--- src/verilog/mid_pkg.sv ---
// Purpose: Shared constants and code types for the module identity and capability table
// Assumes: Management registers are 16 bits wide with content in the low byte
// Notes:   Offsets are management addresses, one byte of content per address
`default_nettype none
package mid_pkg;

  localparam int unsigned ADDR_W = 16;
  localparam int unsigned DATA_W = 16;

  // Register offsets
  localparam logic [15:0] MEDIA_PROPERTIES_ADDR       = 16'h800a;
  localparam logic [15:0] MAX_NETWORK_LANE_RATE_ADDR  = 16'h800b;
  localparam logic [15:0] MAX_HOST_LANE_RATE_ADDR     = 16'h800c;
  localparam logic [15:0] MAX_SINGLE_MODE_REACH_ADDR  = 16'h800d;
  localparam logic [15:0] MAX_MULTIMODE_REACH_ADDR    = 16'h800e;
  localparam logic [15:0] MAX_COPPER_REACH_ADDR       = 16'h800f;
  localparam logic [15:0] TX_FIBER_COUNT_ADDR         = 16'h8010;
  localparam logic [15:0] WAVELENGTHS_PER_FIBER_ADDR  = 16'h8011;
  localparam logic [15:0] MIN_WAVELENGTH_ADDR         = 16'h8012;
  localparam logic [15:0] MAX_WAVELENGTH_ADDR         = 16'h8014;
  localparam logic [15:0] LANE_OPTICAL_WIDTH_ADDR     = 16'h8016;
  localparam logic [15:0] LASER_AND_MODULATOR_ADDR    = 16'h8018;
  localparam logic [15:0] TX_DETECTOR_FEATURES_ADDR   = 16'h8019;
  localparam logic [15:0] LINE_SIGNAL_CODING_ADDR     = 16'h801a;
  localparam logic [15:0] MAX_OUTPUT_POWER_ADDR       = 16'h801b;
  localparam logic [15:0] MAX_INPUT_POWER_ADDR        = 16'h801c;
  localparam logic [15:0] MAX_POWER_DRAW_ADDR         = 16'h801d;
  localparam logic [15:0] MAX_LOW_POWER_DRAW_ADDR     = 16'h801e;
  localparam logic [15:0] CASE_TEMP_UPPER_ADDR        = 16'h801f;
  localparam logic [15:0] CASE_TEMP_LOWER_ADDR        = 16'h8020;
  localparam logic [15:0] MAKER_NAME_TEXT_ADDR        = 16'h8021;
  localparam logic [15:0] MAKER_COMPANY_ID_ADDR       = 16'h8031;
  localparam logic [15:0] MAKER_PART_TEXT_ADDR        = 16'h8034;
  localparam logic [15:0] MAKER_SERIAL_TEXT_ADDR      = 16'h8044;
  localparam logic [15:0] MANUFACTURE_DATE_ADDR       = 16'h8054;
  localparam logic [15:0] PRODUCTION_LOT_ADDR         = 16'h805c;
  localparam logic [15:0] EQUIPMENT_CATALOG_ADDR      = 16'h805e;
  localparam logic [15:0] HW_SPEC_REVISION_ADDR       = 16'h8068;
  localparam logic [15:0] MGMT_SPEC_REVISION_ADDR     = 16'h8069;
  localparam logic [15:0] MODULE_HW_VERSION_ADDR      = 16'h806a;
  localparam logic [15:0] MODULE_FW_VERSION_ADDR      = 16'h806c;
  localparam logic [15:0] MONITOR_MEASURE_TYPE_ADDR   = 16'h806e;
  localparam logic [15:0] MODULE_MONITOR_CAPS_ADDR    = 16'h806f;
  localparam logic [15:0] LANE_MONITOR_CAPS_ADDR      = 16'h8070;
  localparam logic [15:0] OPTIONAL_FEATURES_1_ADDR    = 16'h8071;
  localparam logic [15:0] POWER_UP_TIME_LIMIT_ADDR    = 16'h8072;
  localparam logic [15:0] TX_ON_TIME_LIMIT_ADDR       = 16'h8073;
  localparam logic [15:0] HOST_INTERFACE_TYPE_ADDR    = 16'h8074;
  localparam logic [15:0] TOP_SURFACE_TYPE_ADDR       = 16'h8075;
  localparam logic [15:0] TX_OFF_TIME_LIMIT_ADDR      = 16'h8076;
  localparam logic [15:0] POWER_DOWN_TIME_LIMIT_ADDR  = 16'h8077;
  localparam logic [15:0] OPTIONAL_FEATURES_2_ADDR    = 16'h8078;
  localparam logic [15:0] TABLE_FIRST_ADDR            = MEDIA_PROPERTIES_ADDR;
  localparam logic [15:0] TABLE_LAST_ADDR             = OPTIONAL_FEATURES_2_ADDR;

  // Field lengths in bytes
  localparam int unsigned TEXT_LEN       = 16;
  localparam int unsigned COMPANY_ID_LEN = 3;
  localparam int unsigned DATE_LEN       = 8;
  localparam int unsigned LOT_LEN        = 2;
  localparam int unsigned CATALOG_LEN    = 10;

  // Unit conversions and limits
  localparam int unsigned FIBER_COUNT_WRAP = 16;
  localparam int unsigned MS_PER_SECOND    = 1000;
  localparam int unsigned US_PER_MS        = 1000;
  localparam int unsigned BYTE_MAX         = 255;

  typedef enum logic [1:0] {
    MID_MEDIA_SMF    = 2'h0,
    MID_MEDIA_MMF    = 2'h1,
    MID_MEDIA_COPPER = 2'h3
  } mid_media_type;

  typedef enum logic [3:0] {
    MID_LASER_VCSEL  = 4'h0,
    MID_LASER_FP     = 4'h1,
    MID_LASER_DFB    = 4'h2,
    MID_LASER_DBR    = 4'h3,
    MID_LASER_COPPER = 4'h4
  } mid_laser_type;

  typedef enum logic [3:0] {
    MID_MOD_DIRECT     = 4'h0,
    MID_MOD_ELECTROABS = 4'h1,
    MID_MOD_INP_MZ     = 4'h2,
    MID_MOD_LN_MZ      = 4'h3,
    MID_MOD_COPPER     = 4'h4
  } mid_modulator_type;

  typedef enum logic [1:0] {
    MID_DET_UNDEFINED = 2'h0,
    MID_DET_PIN       = 2'h1,
    MID_DET_APD       = 2'h2,
    MID_DET_AMP_PIN   = 2'h3
  } mid_detector_type;

  typedef enum logic [1:0] {
    MID_LINE_UNDEFINED = 2'h0,
    MID_LINE_NRZ       = 2'h1,
    MID_LINE_RZ        = 2'h2
  } mid_line_mod_type;

  typedef enum logic [3:0] {
    MID_CODE_NON_PSK = 4'h0,
    MID_CODE_ODB     = 4'h1,
    MID_CODE_DPSK    = 4'h2,
    MID_CODE_QPSK    = 4'h3,
    MID_CODE_DQPSK   = 4'h4,
    MID_CODE_QAM16   = 4'hb,
    MID_CODE_QAM64   = 4'hc,
    MID_CODE_QAM256  = 4'hd
  } mid_coding_type;

  typedef enum logic [7:0] {
    MID_HOST_UNSPECIFIED = 8'h00,
    MID_HOST_CAUI        = 8'h01,
    MID_HOST_XLAUI       = 8'h02,
    MID_HOST_SFI52       = 8'h03
  } mid_host_iface_type;

endpackage
`default_nettype wire

--- src/verilog/mid_capability_rom.sv ---
// Purpose: Read-only identity and capability table reached over management registers
// Assumes: Management frame logic presents one register access per strobe
// Notes:   Each register reads its content byte in bits 7:0, upper bits zero
`timescale 1ns/1ns
`default_nettype none
module mid_capability_rom
  import mid_pkg::*;
#(
  parameter mid_media_type      MEDIA_TYPE        = MID_MEDIA_SMF,
  parameter logic               BIDIRECTIONAL     = 1'b0,
  parameter logic               OPTICAL_MUX       = 1'b1,
  parameter int unsigned        ACTIVE_FIBERS     = 1,
  parameter logic [7:0]         NETWORK_RATE      = 8'h00,
  parameter logic [7:0]         HOST_RATE         = 8'h00,
  parameter logic [7:0]         SM_REACH          = 8'h00,
  parameter logic [7:0]         MM_REACH          = 8'h00,
  parameter logic [7:0]         COPPER_REACH      = 8'h00,
  parameter logic [4:0]         TX_FIBERS         = 5'h00,
  parameter logic [4:0]         WAVES_PER_FIBER   = 5'h00,
  parameter logic [15:0]        MIN_WAVELENGTH    = 16'h0000,
  parameter logic [15:0]        MAX_WAVELENGTH    = 16'h0000,
  parameter logic [15:0]        OPTICAL_WIDTH     = 16'h0000,
  parameter mid_laser_type      LASER_TYPE        = MID_LASER_DFB,
  parameter mid_modulator_type  MODULATOR_TYPE    = MID_MOD_DIRECT,
  parameter logic [3:0]         TX_FEATURE_FLAGS  = 4'h0,
  parameter mid_detector_type   DETECTOR_TYPE     = MID_DET_PIN,
  parameter mid_line_mod_type   LINE_MOD          = MID_LINE_NRZ,
  parameter mid_coding_type     SIGNAL_CODING     = MID_CODE_NON_PSK,
  parameter logic [7:0]         OUTPUT_POWER      = 8'h00,
  parameter logic [7:0]         INPUT_POWER       = 8'h00,
  parameter logic [7:0]         POWER_DRAW        = 8'h00,
  parameter logic [7:0]         LOW_POWER_DRAW    = 8'h00,
  parameter logic signed [7:0]  CASE_TEMP_MAX     = 8'sh46,
  parameter logic signed [7:0]  CASE_TEMP_MIN     = 8'sh00,
  parameter logic [127:0]       MAKER_NAME        = "GENERIC MAKER   ",
  parameter logic [23:0]        COMPANY_ID        = 24'h000000, // Arbitrary value
  parameter logic [127:0]       PART_TEXT         = "PART0000        ",
  parameter logic [127:0]       SERIAL_TEXT       = "SERIAL0000      ",
  parameter logic [63:0]        DATE_TEXT         = "20000101",
  parameter logic [15:0]        LOT_TEXT          = "00",
  parameter logic [79:0]        CATALOG_TEXT      = "0000000000",
  parameter logic [7:0]         HW_SPEC_REV_X10   = 8'h0a,
  parameter logic [7:0]         MGMT_SPEC_REV_X10 = 8'h0a,
  parameter logic [7:0]         HW_VER_MAJOR      = 8'h01,
  parameter logic [7:0]         HW_VER_MINOR      = 8'h00,
  parameter logic [7:0]         FW_VER_MAJOR      = 8'h01,
  parameter logic [7:0]         FW_VER_MINOR      = 8'h00,
  parameter logic               RX_AVG_POWER      = 1'b1,
  parameter logic               TX_AVG_POWER      = 1'b1,
  parameter logic [7:0]         MODULE_MON_CAPS   = 8'h00,
  parameter logic [3:0]         LANE_MON_CAPS     = 4'h0,
  parameter logic [7:0]         OPT_FEATURES_1    = 8'h00,
  parameter int unsigned        POWER_UP_MS       = 1,
  parameter int unsigned        TX_ON_MS          = 1,
  parameter mid_host_iface_type HOST_IFACE        = MID_HOST_CAUI,
  parameter logic               INTEGRATED_SINK   = 1'b0,
  parameter int unsigned        TX_OFF_US         = 1,
  parameter int unsigned        POWER_DOWN_MS     = 1,
  parameter logic               DECISION_ADJUST   = 1'b0
) (
  input  wire logic              core_clk_i,
  input  wire logic              arst_n_i,
  input  wire logic [ADDR_W-1:0] reg_addr_i,
  input  wire logic              reg_rd_i,
  input  wire logic              reg_wr_i,
  input  wire logic [DATA_W-1:0] reg_wdata_i,
  output logic      [DATA_W-1:0] reg_rdata_o,
  output logic                   reg_ack_o,
  output logic                   reg_hit_o,
  output logic      [7:0]        table_sum_o
);

  // Round a time up to whole units, at least one, saturating
  function automatic logic [7:0] to_units(input int unsigned t, input int unsigned unit);
    int unsigned q;
    q = (t + unit - 1) / unit;
    if (q < 1) begin
      q = 1;
    end
    if (q > BYTE_MAX) begin
      q = BYTE_MAX;
    end
    return q[7:0];
  endfunction

  // Pick the n-th byte of a text field, first character most significant
  function automatic logic [7:0] text_byte(input logic [127:0] txt, input int unsigned len,
                                           input int unsigned idx);
    return txt[8*(len-1-idx) +: 8];
  endfunction

  localparam logic [3:0] FIBER_CODE =
    (ACTIVE_FIBERS == FIBER_COUNT_WRAP) ? 4'h0 : 4'(ACTIVE_FIBERS);
  localparam logic [7:0] MEDIA_BYTE =
    {MEDIA_TYPE, BIDIRECTIONAL, OPTICAL_MUX, FIBER_CODE};
  localparam logic [7:0] TECH1_BYTE = {LASER_TYPE, MODULATOR_TYPE};
  localparam logic [7:0] TECH2_BYTE = {TX_FEATURE_FLAGS, DETECTOR_TYPE, 2'h0};
  localparam logic [7:0] CODE_BYTE  = {LINE_MOD, SIGNAL_CODING, 2'h0};
  localparam logic [7:0] MEAS_BYTE  = {4'h0, RX_AVG_POWER, TX_AVG_POWER, 2'h0};
  localparam logic [7:0] LANE_CAPS_BYTE = {4'h0, LANE_MON_CAPS};
  localparam logic [7:0] MOD_CAPS_BYTE  = MODULE_MON_CAPS & 8'hf7;
  localparam logic [7:0] SINK_BYTE  = {7'h00, INTEGRATED_SINK};
  localparam logic [7:0] OPT2_BYTE  = {3'h0, DECISION_ADJUST, 4'h0};
  localparam logic [7:0] POWER_UP_BYTE   = to_units(POWER_UP_MS, MS_PER_SECOND);
  localparam logic [7:0] TX_ON_BYTE      = to_units(TX_ON_MS, MS_PER_SECOND);
  localparam logic [7:0] TX_OFF_BYTE     = to_units(TX_OFF_US, US_PER_MS);
  localparam logic [7:0] POWER_DOWN_BYTE = to_units(POWER_DOWN_MS, MS_PER_SECOND);

  // Content byte at a management address, zero outside the table
  function automatic logic [7:0] rom_byte(input logic [15:0] a);
    int unsigned i;
    i = 0;
    if (a >= MAKER_NAME_TEXT_ADDR && a < MAKER_COMPANY_ID_ADDR) begin
      i = int'(a - MAKER_NAME_TEXT_ADDR);
      return text_byte(MAKER_NAME, TEXT_LEN, i);
    end
    if (a >= MAKER_COMPANY_ID_ADDR && a < MAKER_PART_TEXT_ADDR) begin
      i = int'(a - MAKER_COMPANY_ID_ADDR);
      return text_byte({104'h0, COMPANY_ID}, COMPANY_ID_LEN, i);
    end
    if (a >= MAKER_PART_TEXT_ADDR && a < MAKER_SERIAL_TEXT_ADDR) begin
      i = int'(a - MAKER_PART_TEXT_ADDR);
      return text_byte(PART_TEXT, TEXT_LEN, i);
    end
    if (a >= MAKER_SERIAL_TEXT_ADDR && a < MANUFACTURE_DATE_ADDR) begin
      i = int'(a - MAKER_SERIAL_TEXT_ADDR);
      return text_byte(SERIAL_TEXT, TEXT_LEN, i);
    end
    if (a >= MANUFACTURE_DATE_ADDR && a < PRODUCTION_LOT_ADDR) begin
      i = int'(a - MANUFACTURE_DATE_ADDR);
      return text_byte({64'h0, DATE_TEXT}, DATE_LEN, i);
    end
    if (a >= PRODUCTION_LOT_ADDR && a < EQUIPMENT_CATALOG_ADDR) begin
      i = int'(a - PRODUCTION_LOT_ADDR);
      return text_byte({112'h0, LOT_TEXT}, LOT_LEN, i);
    end
    if (a >= EQUIPMENT_CATALOG_ADDR && a < HW_SPEC_REVISION_ADDR) begin
      i = int'(a - EQUIPMENT_CATALOG_ADDR);
      return text_byte({48'h0, CATALOG_TEXT}, CATALOG_LEN, i);
    end
    case (a)
      MEDIA_PROPERTIES_ADDR:           return MEDIA_BYTE;
      MAX_NETWORK_LANE_RATE_ADDR:      return NETWORK_RATE;
      MAX_HOST_LANE_RATE_ADDR:         return HOST_RATE;
      MAX_SINGLE_MODE_REACH_ADDR:      return SM_REACH;
      MAX_MULTIMODE_REACH_ADDR:        return MM_REACH;
      MAX_COPPER_REACH_ADDR:           return COPPER_REACH;
      TX_FIBER_COUNT_ADDR:             return {3'h0, TX_FIBERS};
      WAVELENGTHS_PER_FIBER_ADDR:      return {3'h0, WAVES_PER_FIBER};
      MIN_WAVELENGTH_ADDR:             return MIN_WAVELENGTH[15:8];
      MIN_WAVELENGTH_ADDR + 16'h1:     return MIN_WAVELENGTH[7:0];
      MAX_WAVELENGTH_ADDR:             return MAX_WAVELENGTH[15:8];
      MAX_WAVELENGTH_ADDR + 16'h1:     return MAX_WAVELENGTH[7:0];
      LANE_OPTICAL_WIDTH_ADDR:         return OPTICAL_WIDTH[15:8];
      LANE_OPTICAL_WIDTH_ADDR + 16'h1: return OPTICAL_WIDTH[7:0];
      LASER_AND_MODULATOR_ADDR:        return TECH1_BYTE;
      TX_DETECTOR_FEATURES_ADDR:       return TECH2_BYTE;
      LINE_SIGNAL_CODING_ADDR:         return CODE_BYTE;
      MAX_OUTPUT_POWER_ADDR:           return OUTPUT_POWER;
      MAX_INPUT_POWER_ADDR:            return INPUT_POWER;
      MAX_POWER_DRAW_ADDR:             return POWER_DRAW;
      MAX_LOW_POWER_DRAW_ADDR:         return LOW_POWER_DRAW;
      CASE_TEMP_UPPER_ADDR:            return CASE_TEMP_MAX;
      CASE_TEMP_LOWER_ADDR:            return CASE_TEMP_MIN;
      HW_SPEC_REVISION_ADDR:           return HW_SPEC_REV_X10;
      MGMT_SPEC_REVISION_ADDR:         return MGMT_SPEC_REV_X10;
      MODULE_HW_VERSION_ADDR:          return HW_VER_MAJOR;
      MODULE_HW_VERSION_ADDR + 16'h1:  return HW_VER_MINOR;
      MODULE_FW_VERSION_ADDR:          return FW_VER_MAJOR;
      MODULE_FW_VERSION_ADDR + 16'h1:  return FW_VER_MINOR;
      MONITOR_MEASURE_TYPE_ADDR:       return MEAS_BYTE;
      MODULE_MONITOR_CAPS_ADDR:        return MOD_CAPS_BYTE;
      LANE_MONITOR_CAPS_ADDR:          return LANE_CAPS_BYTE;
      OPTIONAL_FEATURES_1_ADDR:        return OPT_FEATURES_1;
      POWER_UP_TIME_LIMIT_ADDR:        return POWER_UP_BYTE;
      TX_ON_TIME_LIMIT_ADDR:           return TX_ON_BYTE;
      HOST_INTERFACE_TYPE_ADDR:        return HOST_IFACE;
      TOP_SURFACE_TYPE_ADDR:           return SINK_BYTE;
      TX_OFF_TIME_LIMIT_ADDR:          return TX_OFF_BYTE;
      POWER_DOWN_TIME_LIMIT_ADDR:      return POWER_DOWN_BYTE;
      OPTIONAL_FEATURES_2_ADDR:        return OPT2_BYTE;
      default:                         return 8'h00;
    endcase
  endfunction

  function automatic logic in_table(input logic [15:0] a);
    return (a >= TABLE_FIRST_ADDR) && (a <= TABLE_LAST_ADDR);
  endfunction

  logic [7:0] next_table_sum;

  // Sum of every table byte, reserved bits already zero
  always_comb begin
    next_table_sum = 8'h00;
    for (int unsigned k = 32'(TABLE_FIRST_ADDR); k <= 32'(TABLE_LAST_ADDR); k++) begin
      next_table_sum = 8'(next_table_sum + rom_byte(16'(k)));
    end
  end

  always_ff @(posedge core_clk_i or negedge arst_n_i) begin
    if (!arst_n_i) begin
      table_sum_o <= 8'h00;
    end else begin
      table_sum_o <= next_table_sum;
    end
  end

  // Read answers; writes are acknowledged and change nothing
  always_ff @(posedge core_clk_i or negedge arst_n_i) begin
    if (!arst_n_i) begin
      reg_rdata_o <= '0;
    end else if (reg_rd_i) begin
      reg_rdata_o <= {8'h00, rom_byte(reg_addr_i)};
    end
  end

  always_ff @(posedge core_clk_i or negedge arst_n_i) begin
    if (!arst_n_i) begin
      reg_ack_o <= 1'b0;
      reg_hit_o <= 1'b0;
    end else begin
      reg_ack_o <= reg_rd_i | reg_wr_i;
      reg_hit_o <= (reg_rd_i | reg_wr_i) & in_table(reg_addr_i);
    end
  end

  logic unused_wdata;
  assign unused_wdata = ^reg_wdata_i;

endmodule // mid_capability_rom
`default_nettype wire

--- config.mk ---
export PLATFORM = sky130hd
export DESIGN_NAME = mid_capability_rom
export DESIGN_NICKNAME = d
export VERILOG_FILES = /design/src/verilog/mid_pkg.sv /design/src/verilog/mid_capability_rom.sv
export SDC_FILE = /design/constraint.sdc
export NUM_CORES = 1
export LEC_CHECK = 0
export ABC_CLOCK_PERIOD_IN_PS = 800
export BUFFER_PORTS_ARGS = -buffer_cell sky130_fd_sc_hd__buf_2
export CORE_UTILIZATION = 48
export CTS_CLUSTER_DIAMETER = 80
export DETAILED_ROUTE_END_ITERATION = 10
export GPL_ROUTABILITY_DRIVEN = 1
export GPL_TIMING_DRIVEN = 0
export PLACE_DENSITY = 0.9
export SLEW_MARGIN = 20
export SYNTH_ARGS = -nofsm -noshare
export SYNTH_HDL_FRONTEND = slang
export SYNTH_SLANG_ARGS = --single-unit
--- constraint.sdc ---
create_clock -name core_clk_i -period 0.8 [get_ports core_clk_i]
set_input_delay 0.08 -clock core_clk_i [delete_from_list [all_inputs] [get_ports core_clk_i]]
set_output_delay 0.08 -clock core_clk_i [all_outputs]
set_load 0.005 [all_outputs]
==> results.toml <==
[logic_synthesis]
synthMuxAreaShare_pct = 0.561
synth_top_family_by_area = "compound AO/OA/AOI/OAI gates"
ys_seq_area_share_pct = 12.5
synthAdderAreaFrac_pct = 13.0
synthSimpleGateAreaFrac_pct = 26.7
synth-xor-area-share_pct = 4.37
synth_edf_count = 0
synth-warning-count = 0
syn_area_per_cell_sq_um = 7.46
synth-async-reset-ratio_pct = 100
synth_compound_area_share_pct = 31.9
synth.distinct_cells = 63
syn_area_sq_um = 2010
yosys_register_bits = 10
synthCells = 269
synth_flop_cell = "dfrtp_1"

[sta]
post-route-period-util_pct = 258
worst_slack_ps = -1270
period_needed_ps = 2070
final-max-slew-violation-count = 0
setup_viol = 19
tightest_slew_ps = 536
clock.fmax_ghz = 0.484
finalClockSkew_ps = 0
hold_viol = 0
rsz0062_at_grt = "true"
relSlewSlack_pct = 64.0

[hold_path]
worstHoldPathType = "in -> reg"

[run_status]
outcome = "finished, violations left"
violations = "negative setup slack"

[clocking]
cts_max_path_buffers = 2
cts.sinks = 10
cts_tree = "done"
numCtsBuffers = 3
cts_max_level = 1
root_buffer = "clkbuf_8"
cts.clk_slew.worst_paths_ps = 40
clock_latency_ps = 230

[placement]
placedInstanceArea_sq_um = 2490
dp_hpwl_mm = 4.77
place.gp.congestion = 0.989
dp_cells = 363
port_buffers = 32

[worst_setup_path]
cp.arrival_ps = 2230
crit_fanout = 6
worstSetupPathType = "in -> reg"
cp-start-kind = "input port"
cp-end-kind = "register"
required_ps = 970

[detailed_routing]
first_iter_violations = 627
drtPass1Iterations = 7
drt_wl_total_mm = 9.24
routed_via_density = 7.11
routed-via-count = 2894
drtAntennaViolNets = 0
drc = 0
wl_per_cell_um = 22.7

[grt]
grt.total_usage_pct = 39.8
grt_pass1_vias = 2614
met2_usage_pct = 63.9
busiest_layer = "met2"
grt_max_degree = 11
grt_pass1_wl_mm = 13.2
antenna_found_initial = 0
grtUsageMet3_pct = 12.2
grt_overflow = 0
use_met1_pct = 44.6

[floorplanning]
start_util_pct = 50.1
die_h_um = 66.6
design.core.area_sq_um = 4000
boundaryPins = 62
dieArea_sq_um = 4440
die-width_um = 66.6
num_rows = 23

[final_layout]
syn_to_final_growth_pct = 66.4
fin_area_sq_um = 3340
drive_gt1_share_pct = 48.5
stdcell_count = 407
n_antenna_cell = 0
nNetsFinal = 415
filler_cell_count = 222

[power]
p_leak_nw = 1.43
power_density_nw_per_um2 = 778
max-vdd-ir-drop_mv = 0.378

[run]
drv_cap = 0
[sequential cells by signal, indices dropped and copies added (netlist names)]
signal and flops:
reg_hit_o 1, table_sum_o 1, reg_rdata_o 7, reg_ack_o 1
[power by group]
part	internal (W)	switching [W]	leakage [nW]	total (W)
Sequential	0.000541	0.0000207	0.122	0.000561
Clock	0.000328	0.000182	0.0216	0.000510
Combinational	0.000688	0.000838	1.29	0.00153
[layout by cell type, fill, tap and decap left out, types with 3 or more instances in the layout]
| cell type | netlist | layout |
|---|---|---|
| buf_4 | 16 | 47 |
| buf_2 | 3 | 26 |
| nand2_1 | 27 | 25 |
| o21ai_0 | 22 | 14 |
| conb_1 | 2 | 14 |
| buf_6 | 0 | 14 |
| nor2_1 | 16 | 13 |
| nand3_1 | 14 | 12 |
| ha_1 | 20 | 10 |
| a21oi_1 | 11 | 9 |
| ha_4 | 0 | 9 |
| dfrtp_1 | 10 | 9 |
| o21ai_1 | 1 | 8 |
| inv_1 | 11 | 6 |
| nand4_1 | 6 | 6 |
| nor3_1 | 10 | 5 |
| buf_12 | 0 | 4 |
| clkbuf_8 | 0 | 4 |
| a21o_1 | 4 | 4 |
| xor2_1 | 4 | 4 |
| a31oi_1 | 4 | 4 |
| xnor2_4 | 0 | 3 |
| and3_1 | 4 | 3 |
| nor3_2 | 0 | 3 |
| o311ai_4 | 0 | 3 |
| o211ai_1 | 3 | 3 |
| o31ai_2 | 0 | 3 |
[cell type report]
| type | instances | area, sq um | area share, % |
|---|---|---|---|
| Timing Repair Buffer | 74 | 584 | 17.5 |
| Inverter | 11 | 82.6 | 2.47 |
| Tap cell | 50 | 62.6 | 1.87 |
| Buffer | 28 | 264 | 7.91 |
| Multi-Input combinational cell | 231 | 2050 | 61.5 |
| Sequential cell | 10 | 251 | 7.53 |
| Clock buffer | 3 | 41.3 | 1.24 |
[cells in the mapped netlist (5+ instances only)]
cell type,count,area (sq um)
inv_1,11,41.3
nor2_1,16,60.1
ha_1,20,250
dfrtp_1,10,250
nand2_1,27,101
buf_4,16,120
xnor2_1,6,52.6
nand3_1,14,70.1
nand4_1,6,37.5
a21oi_1,11,55.1
clkbuf_1,8,30.0
o31ai_1,5,37.5
o21ai_0,22,110
nor3_1,10,50.1
[stage by stage]
stage / util [%] / total power [W] / hold WS (ps) / setup TNS [ps] / setup slack, ps
2_1_floorplan: - / 0.00126 / -216 / -8370 / -1230
3_3_place_gp: 62.3 / 0.00154 / -57.6 / -12910 / -1870
3_5_place_dp: 62.3 / 0.00156 / -52.0 / -12960 / -1890
4_1_cts: 80.9 / 0.00241 / 63.2 / -8730 / -1100
5_1_grt: 83.5 / 0.00270 / 89.6 / -10510 / -1330
6_report: 83.5 / 0.00260 / 61.6 / -9930 / -1270
[metal layers]
metal	share of wire (%)	wire length [um]	vias to the layer above
met1	32	2970	1312
met3	14	1260	105
li1	-	-	1167
met2	45	4160	310
met4	9.2	853	0
met5	0	0	-
[path summary, 6_finish.rpt]
kind                                startpoint        endpoint  slack [ps]  cells past startpoint
worst max-delay path             reg_addr_i[3]  reg_rdata_o[0]       -1270                     11
worst min-delay path                  reg_wr_i       reg_ack_o          60                      3
worst max register to register  reg_rdata_o[4]  reg_rdata_o[4]         -30                      3
worst min register to register  reg_rdata_o[0]  reg_rdata_o[0]         530                      2
max in group asynchronous             arst_n_i  table_sum_o[1]         350                      2
min in group asynchronous             arst_n_i  reg_rdata_o[3]         240                      2
[cells by family after synthesis]
logic type | Yosys count
compound gates | 87
xor+xnor | 10
simple gates | 98
fa+ha+maj | 21
buf+inv | 40
other cells | 2
mux | 1
flops | 10
[worst max-delay path, cell delays in order]
cell and delay [ps]:
buf_12 110, clkinvlp_4 180, buf_6 140, ha_4 130
inv_1 80, o21ai_0 370, nand4_1 190, or4_1 570
o311ai_4 130, o2111ai_2 140, nand2_1 110
[timing repair]
item                                    CTS  global route
endpoints found under the hold margin    10             0
resized for setup                        84            19
pin swaps                                30             8
endpoints found under the setup margin   18            21
setup buffers                            38             3
hold buffers                              1             0
(Power assumes the default switching activity.)
